===== src/lpst_pkg.sv =====
/*
  Package for the low-power sleep and ADC trigger timer.
  Holds register offsets, reset values, widths and timing constants.
  Assumes nothing of its surroundings.
*/
package lpst_pkg;

  // ==========================================================
  // Timing
  localparam int unsigned LP_CLK_HZ = 125000;
  localparam int unsigned TICK_HZ = 10;
  localparam int unsigned TICK_PERIOD_MS = 100;
  localparam int unsigned PRESCALE_DIV = LP_CLK_HZ / TICK_HZ;
  localparam int unsigned SYS_CLK_HZ = 10000000;
  localparam int unsigned SYS_PER_LP = SYS_CLK_HZ / LP_CLK_HZ;

  // ==========================================================
  // Widths
  localparam int unsigned ADDR_W = 8;
  localparam int unsigned DATA_W = 8;
  localparam int unsigned SLEEP_W = 16;
  localparam int unsigned TRIG_W = 12;
  localparam int unsigned DIV_W = 14;

  // ==========================================================
  // Register offsets
  localparam logic [7:0] ADDR_ELAPSED_LO = 8'h20;
  localparam logic [7:0] ADDR_ELAPSED_HI = 8'h21;
  localparam logic [7:0] ADDR_ADC_CMP_LO = 8'h60;
  localparam logic [7:0] ADDR_ADC_CMP_HI = 8'h61;
  localparam logic [7:0] ADDR_SLEEP_CMP_LO = 8'h62;
  localparam logic [7:0] ADDR_SLEEP_CMP_HI = 8'h63;

  // ==========================================================
  // Reset values
  localparam logic [7:0] RST_CMP_BYTE = 8'h00;
  localparam logic [7:0] RD_UNMAPPED = 8'h00;

  // ==========================================================
  // Sleep timer states
  typedef enum logic [2:0] {
    ST_IDLE = 3'b001,
    ST_RUN = 3'b010,
    ST_EXPIRED = 3'b100
  } lpst_state_t;

endpackage


===== src/lpst_sleep_timer.sv =====
/*
  Sleep timer: 16-bit sleep counter with compare and expiry interrupt,
  12-bit periodic measurement trigger counter for the power manager,
  and the byte registers that configure both and observe the sleep counter.
  Assumes a byte register port that is synchronous to clk_sys, and
  power state signals that come from the power manager.
*/
`timescale 1ns/1ps
`default_nettype none
module lpst_sleep_timer #(
  parameter int unsigned PRESCALE = lpst_pkg::PRESCALE_DIV
) (
  // Clock and reset
  input wire logic clk_sys,
  input wire logic rst,
  // Low-power oscillator clock, sampled as data
  input wire logic lpOscClk,
  // Power manager state
  input wire logic lowPowerActive,
  input wire logic enterPowerDown,
  input wire logic discreteMeasEnable,
  // Interrupt enable mask bit 1
  input wire logic sleepIrqEnable,
  // Byte register port
  input wire logic [lpst_pkg::ADDR_W-1:0] regAddr,
  input wire logic [lpst_pkg::DATA_W-1:0] regWrData,
  input wire logic regWrEn,
  input wire logic regRdEn,
  output logic [lpst_pkg::DATA_W-1:0] regRdData,
  output logic regRdValid,
  // Events and status
  output logic sleepExpiryIrq,
  output logic wakeRequest,
  output logic measurementTriggerStrobe,
  output logic elapsedValidFlag,
  output logic sleepTimerRunning
);
  import lpst_pkg::*;

  lpst_state_t state;
  logic tick;
  logic clearAll;
  logic prescaleEnable;
  logic [SLEEP_W-1:0] sleepCount;
  logic [SLEEP_W-1:0] sleepCompareValue;
  logic [SLEEP_W-1:0] adcTriggerCompare;
  logic [TRIG_W-1:0] trigCount;
  logic [TRIG_W-1:0] trigCompare;
  logic sleepMatch;
  logic expireNow;
  logic wakeNow;
  logic wakeLatched;
  logic trigEnable;
  logic trigMatch;

  // ==========================================================
  // Decode of shared conditions
  assign clearAll = enterPowerDown && (state == ST_IDLE);
  assign prescaleEnable = lowPowerActive;
  assign sleepMatch = (sleepCount == sleepCompareValue);
  assign expireNow = (state == ST_RUN) && lowPowerActive && tick && sleepMatch;
  assign wakeNow = expireNow && sleepIrqEnable;
  assign trigCompare = adcTriggerCompare[TRIG_W-1:0];
  assign trigEnable = lowPowerActive && discreteMeasEnable && !wakeLatched;
  assign trigMatch = (trigCount == trigCompare);

  // ==========================================================
  // Prescaler
  lpst_prescaler #(
    .DIV(PRESCALE)
  ) u_prescaler (
    .clk_sys(clk_sys),
    .rst(rst),
    .clear(clearAll),
    .enable(prescaleEnable),
    .lpOscClk(lpOscClk),
    .tick(tick)
  );

  // ==========================================================
  // Sleep timer state
  always_ff @(posedge clk_sys or posedge rst) begin
    if (rst) begin
      state <= ST_IDLE;
    end else begin
      unique case (state)
        ST_IDLE: begin
          if (clearAll) begin
            state <= ST_RUN;
          end
        end
        ST_RUN: begin
          if (!lowPowerActive) begin
            state <= ST_IDLE;
          end else if (expireNow) begin
            state <= ST_EXPIRED;
          end
        end
        ST_EXPIRED: begin
          if (!lowPowerActive) begin
            state <= ST_IDLE;
          end
        end
      endcase
    end
  end

  // ==========================================================
  // Sleep counter
  always_ff @(posedge clk_sys or posedge rst) begin
    if (rst) begin
      sleepCount <= '0;
    end else if (clearAll) begin
      sleepCount <= '0;
    end else if ((state == ST_RUN) && lowPowerActive && tick && !sleepMatch) begin
      sleepCount <= sleepCount + 1'b1;
    end
  end

  // ==========================================================
  // Expiry events
  always_ff @(posedge clk_sys or posedge rst) begin
    if (rst) begin
      sleepExpiryIrq <= 1'b0;
      wakeRequest <= 1'b0;
    end else begin
      sleepExpiryIrq <= expireNow;
      wakeRequest <= wakeNow;
    end
  end

  // Blocks further strobes once a wake-up is under way
  always_ff @(posedge clk_sys or posedge rst) begin
    if (rst) begin
      wakeLatched <= 1'b0;
    end else if (!lowPowerActive || clearAll) begin
      wakeLatched <= 1'b0;
    end else if (wakeNow) begin
      wakeLatched <= 1'b1;
    end
  end

  always_ff @(posedge clk_sys or posedge rst) begin
    if (rst) begin
      sleepTimerRunning <= 1'b0;
    end else begin
      sleepTimerRunning <= (state == ST_RUN) || clearAll;
    end
  end

  // Elapsed count becomes meaningful once a power-down has started
  always_ff @(posedge clk_sys or posedge rst) begin
    if (rst) begin
      elapsedValidFlag <= 1'b0;
    end else if (clearAll) begin
      elapsedValidFlag <= 1'b1;
    end
  end

  // ==========================================================
  // Measurement trigger counter
  always_ff @(posedge clk_sys or posedge rst) begin
    if (rst) begin
      trigCount <= '0;
    end else if (clearAll) begin
      trigCount <= '0;
    end else if (trigEnable && tick && !wakeNow) begin
      if (trigMatch) begin
        trigCount <= '0;
      end else begin
        trigCount <= trigCount + 1'b1;
      end
    end
  end

  always_ff @(posedge clk_sys or posedge rst) begin
    if (rst) begin
      measurementTriggerStrobe <= 1'b0;
    end else begin
      measurementTriggerStrobe <= trigEnable && tick && trigMatch && !wakeNow;
    end
  end

  // ==========================================================
  // Compare registers
  always_ff @(posedge clk_sys or posedge rst) begin
    if (rst) begin
      adcTriggerCompare <= {RST_CMP_BYTE, RST_CMP_BYTE};
      sleepCompareValue <= {RST_CMP_BYTE, RST_CMP_BYTE};
    end else if (regWrEn) begin
      unique case (regAddr)
        ADDR_ADC_CMP_LO: adcTriggerCompare[7:0] <= regWrData;
        ADDR_ADC_CMP_HI: adcTriggerCompare[15:8] <= regWrData;
        ADDR_SLEEP_CMP_LO: sleepCompareValue[7:0] <= regWrData;
        ADDR_SLEEP_CMP_HI: sleepCompareValue[15:8] <= regWrData;
        default: begin
        end
      endcase
    end
  end

  // ==========================================================
  // Register read
  always_ff @(posedge clk_sys or posedge rst) begin
    if (rst) begin
      regRdData <= RD_UNMAPPED;
      regRdValid <= 1'b0;
    end else begin
      regRdValid <= regRdEn;
      if (regRdEn) begin
        unique case (regAddr)
          ADDR_ELAPSED_LO: regRdData <= sleepCount[7:0];
          ADDR_ELAPSED_HI: regRdData <= sleepCount[15:8];
          ADDR_ADC_CMP_LO: regRdData <= adcTriggerCompare[7:0];
          ADDR_ADC_CMP_HI: regRdData <= adcTriggerCompare[15:8];
          ADDR_SLEEP_CMP_LO: regRdData <= sleepCompareValue[7:0];
          ADDR_SLEEP_CMP_HI: regRdData <= sleepCompareValue[15:8];
          default: regRdData <= RD_UNMAPPED;
        endcase
      end
    end
  end

  // ==========================================================
  // Assertions

  // Ticks since the last entry, for the expiry length check
  logic [SLEEP_W:0] ticksSinceEntry;
  always_ff @(posedge clk_sys or posedge rst) begin
    if (rst) begin
      ticksSinceEntry <= '0;
    end else if (clearAll) begin
      ticksSinceEntry <= '0;
    end else if ((state == ST_RUN) && lowPowerActive && tick) begin
      ticksSinceEntry <= ticksSinceEntry + 1'b1;
    end
  end

  a_full_power_hold: assert property (@(posedge clk_sys) disable iff (rst)
    (!lowPowerActive && !enterPowerDown) |=> $stable(sleepCount) && !measurementTriggerStrobe)
    else $error("sleep counter moved in full power");

  a_entry_clears_all: assert property (@(posedge clk_sys) disable iff (rst)
    clearAll |=> (sleepCount == '0) && (trigCount == '0) && (state == ST_RUN))
    else $error("power-down entry did not clear counters");

  a_sleep_increment: assert property (@(posedge clk_sys) disable iff (rst)
    ((state == ST_RUN) && lowPowerActive && tick && !sleepMatch && !enterPowerDown)
      |=> sleepCount == $past(sleepCount) + 16'h0001)
    else $error("sleep counter failed to increment on tick");

  a_expiry_stops: assert property (@(posedge clk_sys) disable iff (rst)
    expireNow |=> sleepExpiryIrq && (state == ST_EXPIRED) ##1 !sleepExpiryIrq)
    else $error("sleep expiry did not stop and raise one pulse");

  a_expired_holds: assert property (@(posedge clk_sys) disable iff (rst)
    ((state == ST_EXPIRED) && !enterPowerDown) |=> $stable(sleepCount))
    else $error("sleep counter moved after expiry");

  a_wake_masked: assert property (@(posedge clk_sys) disable iff (rst)
    sleepExpiryIrq |-> (wakeRequest == $past(sleepIrqEnable)))
    else $error("wake request disagrees with enable bit");

  a_trigger_wrap: assert property (@(posedge clk_sys) disable iff (rst)
    (trigEnable && tick && trigMatch && !wakeNow && !clearAll)
      |=> measurementTriggerStrobe && (trigCount == '0))
    else $error("trigger match did not strobe and wrap");

  a_wake_priority: assert property (@(posedge clk_sys) disable iff (rst)
    wakeRequest |-> !measurementTriggerStrobe ##1 !measurementTriggerStrobe)
    else $error("trigger strobe issued during wake-up");

  a_elapsed_read: assert property (@(posedge clk_sys) disable iff (rst)
    (regRdEn && regAddr == ADDR_ELAPSED_LO) |=> regRdValid && (regRdData == $past(sleepCount[7:0])))
    else $error("elapsed count read mismatch");

  a_tick_low_power: assert property (@(posedge clk_sys) disable iff (rst)
    !lowPowerActive |=> !tick)
    else $error("prescaler ticked in full power");

  a_run_flag: assert property (@(posedge clk_sys) disable iff (rst)
    clearAll |=> sleepTimerRunning)
    else $error("sleep timer not running after power-down entry");

  a_expiry_length: assert property (@(posedge clk_sys) disable iff (rst)
    sleepExpiryIrq |-> (ticksSinceEntry == ({1'b0, sleepCount} + 17'h00001)))
    else $error("sleep expiry came after the wrong number of ticks");

  a_trigger_gated: assert property (@(posedge clk_sys) disable iff (rst)
    (!trigEnable && !clearAll) |=> $stable(trigCount) && !measurementTriggerStrobe)
    else $error("trigger counter moved while disabled");

  a_trigger_step: assert property (@(posedge clk_sys) disable iff (rst)
    (trigEnable && tick && !trigMatch && !wakeNow && !clearAll)
      |=> trigCount == $past(trigCount) + 12'h001)
    else $error("trigger counter failed to step on tick");

  a_elapsed_valid: assert property (@(posedge clk_sys) disable iff (rst)
    (clearAll || elapsedValidFlag) |=> elapsedValidFlag)
    else $error("elapsed valid flag not set or lost");

  a_adc_cmp_low: assert property (@(posedge clk_sys) disable iff (rst)
    (regWrEn && regAddr == ADDR_ADC_CMP_LO) |=> adcTriggerCompare[7:0] == $past(regWrData))
    else $error("trigger compare low byte write lost");

  a_adc_cmp_high: assert property (@(posedge clk_sys) disable iff (rst)
    (regWrEn && regAddr == ADDR_ADC_CMP_HI) |=> adcTriggerCompare[15:8] == $past(regWrData))
    else $error("trigger compare high byte write lost");

  a_sleep_cmp_low: assert property (@(posedge clk_sys) disable iff (rst)
    (regWrEn && regAddr == ADDR_SLEEP_CMP_LO) |=> sleepCompareValue[7:0] == $past(regWrData))
    else $error("sleep compare low byte write lost");

  a_sleep_cmp_high: assert property (@(posedge clk_sys) disable iff (rst)
    (regWrEn && regAddr == ADDR_SLEEP_CMP_HI) |=> sleepCompareValue[15:8] == $past(regWrData))
    else $error("sleep compare high byte write lost");

  c_sleep_expiry: cover property (@(posedge clk_sys) disable iff (rst) sleepExpiryIrq);
  c_masked_expiry: cover property (@(posedge clk_sys) disable iff (rst)
    sleepExpiryIrq && !wakeRequest);
  c_trigger_strobe: cover property (@(posedge clk_sys) disable iff (rst) measurementTriggerStrobe);
  c_wake_blocks_trigger: cover property (@(posedge clk_sys) disable iff (rst)
    wakeNow && trigEnable && trigMatch);
  c_return_mid_count: cover property (@(posedge clk_sys) disable iff (rst)
    (state == ST_RUN) && !lowPowerActive);

endmodule
`default_nettype wire


===== src/lpst_prescaler.sv =====
/*
  Fixed prescaler of the sleep timer: counts rising edges of the
  low-power oscillator clock and emits one tick every DIV edges.
  Assumes lpOscClk is synchronous to clk_sys and much slower than it.
*/
`timescale 1ns/1ps
`default_nettype none
module lpst_prescaler #(
  parameter int unsigned DIV = lpst_pkg::PRESCALE_DIV
) (
  // Clock and reset
  input wire logic clk_sys,
  input wire logic rst,
  // Control
  input wire logic clear,
  input wire logic enable,
  // Low-power oscillator clock, sampled as data
  input wire logic lpOscClk,
  // Tick out
  output logic tick
);
  import lpst_pkg::*;

  logic lpPrev;
  logic lpEdge;
  logic [DIV_W-1:0] divCount;
  localparam logic [DIV_W-1:0] DIV_LAST = DIV_W'(DIV - 1);

  assign lpEdge = lpOscClk && !lpPrev;

  always_ff @(posedge clk_sys or posedge rst) begin
    if (rst) begin
      lpPrev <= 1'b0;
    end else begin
      lpPrev <= lpOscClk;
    end
  end

  // ==========================================================
  // Divide by DIV
  always_ff @(posedge clk_sys or posedge rst) begin
    if (rst) begin
      divCount <= '0;
      tick <= 1'b0;
    end else begin
      tick <= 1'b0;
      if (clear) begin
        divCount <= '0;
      end else if (enable && lpEdge) begin
        if (divCount == DIV_LAST) begin
          divCount <= '0;
          tick <= 1'b1;
        end else begin
          divCount <= divCount + 1'b1;
        end
      end
    end
  end

  a_tick_division: assert property (@(posedge clk_sys) disable iff (rst)
    (enable && !clear && lpEdge && divCount == DIV_LAST) |=> tick)
    else $error("prescaler tick missing after last edge");

endmodule
`default_nettype wire


===== config.mk =====
export PLATFORM = sky130hd
export DESIGN_NAME = lpst_sleep_timer
export DESIGN_NICKNAME = d
export VERILOG_FILES = /design/src/lpst_pkg.sv /design/src/lpst_sleep_timer.sv /design/src/lpst_prescaler.sv
export SDC_FILE = /design/constraint.sdc
export NUM_CORES = 1
export LEC_CHECK = 0
export BUFFER_PORTS_ARGS = -buffer_cell sky130_fd_sc_hd__buf_2
export CAP_MARGIN = 20
export CORE_MARGIN = 2
export CORE_UTILIZATION = 45
export DETAILED_ROUTE_END_ITERATION = 6
export GPL_ROUTABILITY_DRIVEN = 0
export SYNTH_ARGS = -nofsm -noshare
export SYNTH_HDL_FRONTEND = slang
export SYNTH_SLANG_ARGS = --single-unit
export TNS_END_PERCENT = 100

===== constraint.sdc =====
create_clock -name clk_sys -period 3.4 [get_ports clk_sys]
set_clock_uncertainty 0.15 [all_clocks]
set_input_delay 0.34 -clock clk_sys [delete_from_list [all_inputs] [get_ports clk_sys]]
set_output_delay 0.34 -clock clk_sys [all_outputs]
set_load 0.005 [all_outputs]

Word-level counts from Yosys, hierarchy flattened
Cells that the tools add are included.
{"block": "op_classes", "n_addsub": 3, "eq_ne": 15, "n_mux": 19, "reduce_logical": 30}
{"cell": "one-hot mux 8 bit (6 select lines)", "count": 1}
{"cell": "two-way mux 14 bit", "count": 3}
{"cell": "two-way mux 12 bit", "count": 3}
{"cell": "equality test 8 x 7 -> 1 bit, second input constant", "count": 4}
{"cell": "two-way mux 16 bit", "count": 2}
{"cell": "adder 16 x 1 -> 16 bit, second input constant", "count": 1}
{"cell": "equality test 16 bit", "count": 1}
{"cell": "equality test 8 x 6 -> 1 bit, second input constant", "count": 2}
{"cell": "adder 14 x 1 -> 14 bit, second input constant", "count": 1}
{"cell": "equality test 14 bit, second input constant", "count": 1}
{"cell": "logical AND 1 bit", "count": 14}
{"cell": "adder 12 x 1 -> 12 bit, second input constant", "count": 1}
{"cell": "equality test 12 bit", "count": 1}
{"cell": "two-way mux 3 bit", "count": 4}
{"cell": "one-hot mux 3 bit (3 select lines)", "count": 1}
{"cell": "AND reduction 2 bit", "count": 4}
{"cell": "nonzero test 2 bit", "count": 4}
{"cell": "logical NOT 1 bit", "count": 5}
{"cell": "two-way mux 1 bit", "count": 5}
{"cell": "inequality test 2 bit, second input constant", "count": 2}
{"cell": "equality test 3 x 1 -> 1 bit, second input constant", "count": 1}
{"cell": "equality test 3 x 2 -> 1 bit, second input constant", "count": 1}
{"cell": "equality test 3 bit, second input constant", "count": 1}
{"cell": "inequality test 3 bit, second input constant", "count": 1}
{"cell": "2 further kinds", "count": 3}
{"block": "totals", "wordCells": 85, "regBits": 94, "output_inout_bits": 14, "input_bits": 25}

Longest topological paths before layout
{"block": "depth", "depth_word": 9, "ltp_mapped": 8, "ltp_nobuf": 7}

Modules after synthesis
Synthesis repeated with hierarchy kept, for this count alone.
{"block": "unflattened", "cells_unflattened": 446, "area_unflattened_um2": 4843.4}
{"mod": "lpst_sleep_timer", "instances": 1, "seq_area_each_um2": 1953.1, "area_each_um2": 3980.1, "cells_each": 363}
{"mod": "lpst_prescaler", "instances": 1, "seq_area_each_um2": 400.4, "area_each_um2": 863.3, "cells_each": 83}

Least setup slack after synthesis
No wires, ideal clock.
{"block": "synth_path", "kind": "register -> register", "startpoint": "reg sleepCount[0]", "endpoint": "reg trigCount[10]", "setup_ps": 124, "path_stages_with_launch": 8, "path_buffers": 1, "required_time_ps": 3126, "arrival_time_ps": 1814, "period_less_slack_ps": 2088, "setup_slack_ps": 1312, "path_cell_list": "dfrtp_1 > xor2_1 > nor4_2 > nand4_2 > o21ai_4 > buf_6 > nor4_1 > a211o_1"}
{"block": "synth_between", "elab_chain_len": 6}
{"element": "start: declaration", "line": "lpst_sleep_timer.sv:44", "text": "logic [SLEEP_W-1:0] sleepCount;"}
{"element": "start signal: assignment", "line": "lpst_sleep_timer.sv:116", "text": "sleepCount <= sleepCount + 1'b1;"}
{"element": "equality test 16 bit", "line": "lpst_sleep_timer.sv:60", "text": "assign sleepMatch = (sleepCount == sleepCompareValue);"}
{"element": "logical AND 1 bit", "line": "lpst_sleep_timer.sv:61", "text": "assign expireNow = (state == ST_RUN) && lowPowerActive && tick && sleepMatch;"}
{"element": "logical AND 1 bit", "line": "lpst_sleep_timer.sv:62", "text": "assign wakeNow = expireNow && sleepIrqEnable;"}
{"element": "logical NOT 1 bit", "line": "lpst_sleep_timer.sv:167", "text": "end else if (trigEnable && tick && !wakeNow) begin"}
{"element": "logical AND 1 bit", "line": "lpst_sleep_timer.sv:167"}
{"element": "nonzero test 2 bit (no source line)"}
{"element": "end signal: assignment", "line": "lpst_sleep_timer.sv:171", "text": "trigCount <= trigCount + 1'b1;"}
{"element": "end: declaration", "line": "lpst_sleep_timer.sv:47", "text": "logic [TRIG_W-1:0] trigCount;"}
Every way passes these cells.
A chain may end at the register's enable or synchronous reset.

Worst setup path after layout
{"block": "layout_path", "startpoint": "reg sleepCount[0]", "endpoint": "reg trigCount[5]"}
Same word-level chain as after synthesis.

==> impl_metrics.toml <==
[outcome]
run_status = "complete, no violations"

[finish]
drive_gt1_share_pct = 21.4
stdcell_count = 654
regArea_um2 = 2350
diodes = 0
multi_input_area_um2 = 2450
final_nets = 537
utilization_pct = 50.8
syn_to_final_growth_pct = 10.2
fillers = 998

[die]
die_width_um = 109
rows = 38
initial_core_util_pct = 46.1
dieHeight_um = 109
ios = 39
core-area_um2 = 10800
dieArea_um2 = 11900

[critical_path]
timing.rr.end = "trigCount[5]"
crit_fanout = 16
cp-start-kind = "flop"
ff2ff_path_depth = 6
reg2reg_from = "sleepCount[0]"
critPathKind = "flop to flop"
worstPathRequired_ns = 3.57
r2r_setup_slack_ns = 0.93
endpoint_kind = "flop"
cp.arrival_ns = 2.64

[synthesis]
synth-edff-count = 0
postSynthRegisterBits = 94
ys_async_sr_fraction_pct = 100
synth_area_leader_cell = "dfrtp_1"
synth_area_per_cell_um2 = 10.4
ys_warn_count = 0
synth-seq-area-share_pct = 47.3
syn_inst = 476
synthDominantCellAreaShare_pct = 46.8
synth.most_common_cell = "dfrtp_1"
synth_nets = 504
synth_top_cells_by_count = "93 x dfrtp_1, 40 x mux2_2, 38 x nand2_1"
netlist_area_um2 = 4970
ys.flop_type = "dfrtp_1"
synthTopCellsByArea = "dfrtp_1 47%, mux2_2 9.1%, xor2_1 6.5%, nand2_1 2.9%, mux2i_1 2.2%"
synthDistinctLibCells = 55

[placement]
dp_slack_ns = 0.853
dp.cells = 636
numPortBuffers = 38
dp_hpwl_um = 8100

[timing]
fin_ws_ns = 0.929
max_freq_mhz = 405
post-route-min-period_ns = 2.47
slew_violations = 0
worst-slew-pin-transition_ns = 0.738
hold_violations = 0
fin_crit_sh_pct = 72.7
rsz0062_at_grt = "no"
setup_viol = 0
fin_setup_tns_ns = 0
relSlewSlack_pct = 50.8

[clock_tree]
cts_buffer_depth = 2
clock_sinks = 94
numCtsBuffers = 9
clock_latency_ns = 0.38
cts_tree = "built"
path_clk_slew_ns = 0.09
htreeDepth = 3
root_buffer = "clkbuf_8"
cts_setup_buffers = 0

[route]
wl_per_cell_um = 17.2
ant_nets = 0
avgViaCountPerCell = 5.68
routed_wl_um = 11300
drtIter0Drc = 149
remaining_drc_errors = 0
vias = 3712
drt_pass1_iterations = 4

[global_route]
grt_max_degree = 59
grt_pass1_wl_um = 18500
grt_overflow_total = 0
grt_pass1_vias = 3586
grt.total_usage_pct = 20.4
antenna_found_initial = 0

[min_path]
min_from = "regRdEn"
hold_class = "primary input to flop"
min_path_cells = 1
min_to = "regRdValid"

[flow_run]
maxCapViolations = 0

[power_and_ir_drop]
p_per_area_nw_per_um2 = 416
power_frac_clock_pct = 33.7
pwr-share-comb_pct = 12.1
seq_power_share_pct = 54.2
switching_power_mw = 0.634
internal-power_mw = 1.65
p_total_mw = 2.28
vdd_drop_max_mv = 0.252
leakage_nw = 2.70
swShare_pct = 27.8
==> final cells by class <==
type | count | area share, %
clock buffer | 11 | 2.58
inverter | 18 | 1.28
sequential | 94 | 42.9
multi-input combinational | 343 | 44.7
tap | 140 | 3.20
clock inverter | 5 | 1.07
timing repair buffer | 43 | 4.25
==> registers in the layout, summed over array words and instances, names as in the netlist, 3 cells and up <==
name and flops:
sleepCompareValue 16, state 3, sleepCount 16, regRdData 8
u_prescaler.divCount 14, trigCount 12, adcTriggerCompare 16
==> cells in the final DEF, fill, tap and decap left out, types with 13 or more instances in the layout <==
| master | n |
|---|---|
| dfrtp_1 | 93 |
| mux2_2 | 40 |
| nand2_1 | 38 |
| buf_2 | 38 |
| xor2_1 | 37 |
| o21ai_0 | 22 |
| nor2_1 | 22 |
| inv_1 | 17 |
| nand3_1 | 16 |
| and3_1 | 15 |
| nor4_1 | 13 |
==> routing by layer <==
| layer | part of all wire [%] | track usage, % |
|---|---|---|
| met3 | 2.9 | 3.95 |
| met5 | 0 | 0 |
| met4 | 1.6 | 6.59 |
| met1 | 46 | 27.6 |
| met2 | 49 | 33.1 |
==> worst max path at each step <==
stage | from | endpoint | slack, ns | cells past startpoint
finish | sleepCount[0] | trigCount[5] | 0.93 | 6
floorplan | rst | adcTriggerCompare[0] | 0.46 | 1
detailed placement | regAddr[4] | sleepCompareValue[7] | 0.85 | 6
global route | sleepCount[0] | trigCount[8] | 0.78 | 6
CTS | sleepCount[0] | trigCount[5] | 0.92 | 6
global placement | regAddr[4] | sleepCompareValue[0] | 0.91 | 6
==> per-stage QoR <==
stage                     instance area (um^2)  hold slack [ns]
final                                     5480           0.0260
after global routing                      5480           0.0169
after CTS                                 5480          0.00479
after detailed placement                  5260            0.316
after global placement                    5260            0.307
after floorplan                           4970            0.221
==> power by group through the flow <==
stage               clock network [mW]  registers [mW]  logic, mW
floorplan                            0            1.24      0.198
global placement                     0            1.26      0.273
detailed placement                   0            1.26      0.279
CTS                              0.787            1.24      0.281
global route                     0.839            1.25      0.311
finish                           0.769            1.24      0.276
==> worst max-delay path: stages (launching register included) <==
cell	delay, ns
dfrtp_1	0.47
xor2_1	0.21
nor4_2	0.28
nand4_2	0.30
o21ai_4	0.45
and2_1	0.38
a211o_1	0.17
==> repair_timing <==
item                                   4_1_cts  5_1_grt
gates resized for setup                      0        0
endpoints found under the hold margin       56        0
hold buffers                                 2        0
==> logic make-up after synthesis <==
family                   after synthesis  share of synthesized area, %
AO/OA/AOI/OAI                         87                          11.9
XOR/XNOR                              38                          6.69
adder cells (fa/ha/maj)                3                         0.755
buffers and inverters                 39                          3.42
flip-flops                            94                          47.3
multiplexers                          51                          11.3
AND/OR/NAND/NOR                      164                          18.7
Note: power is estimated with default switching activity, not from simulation.
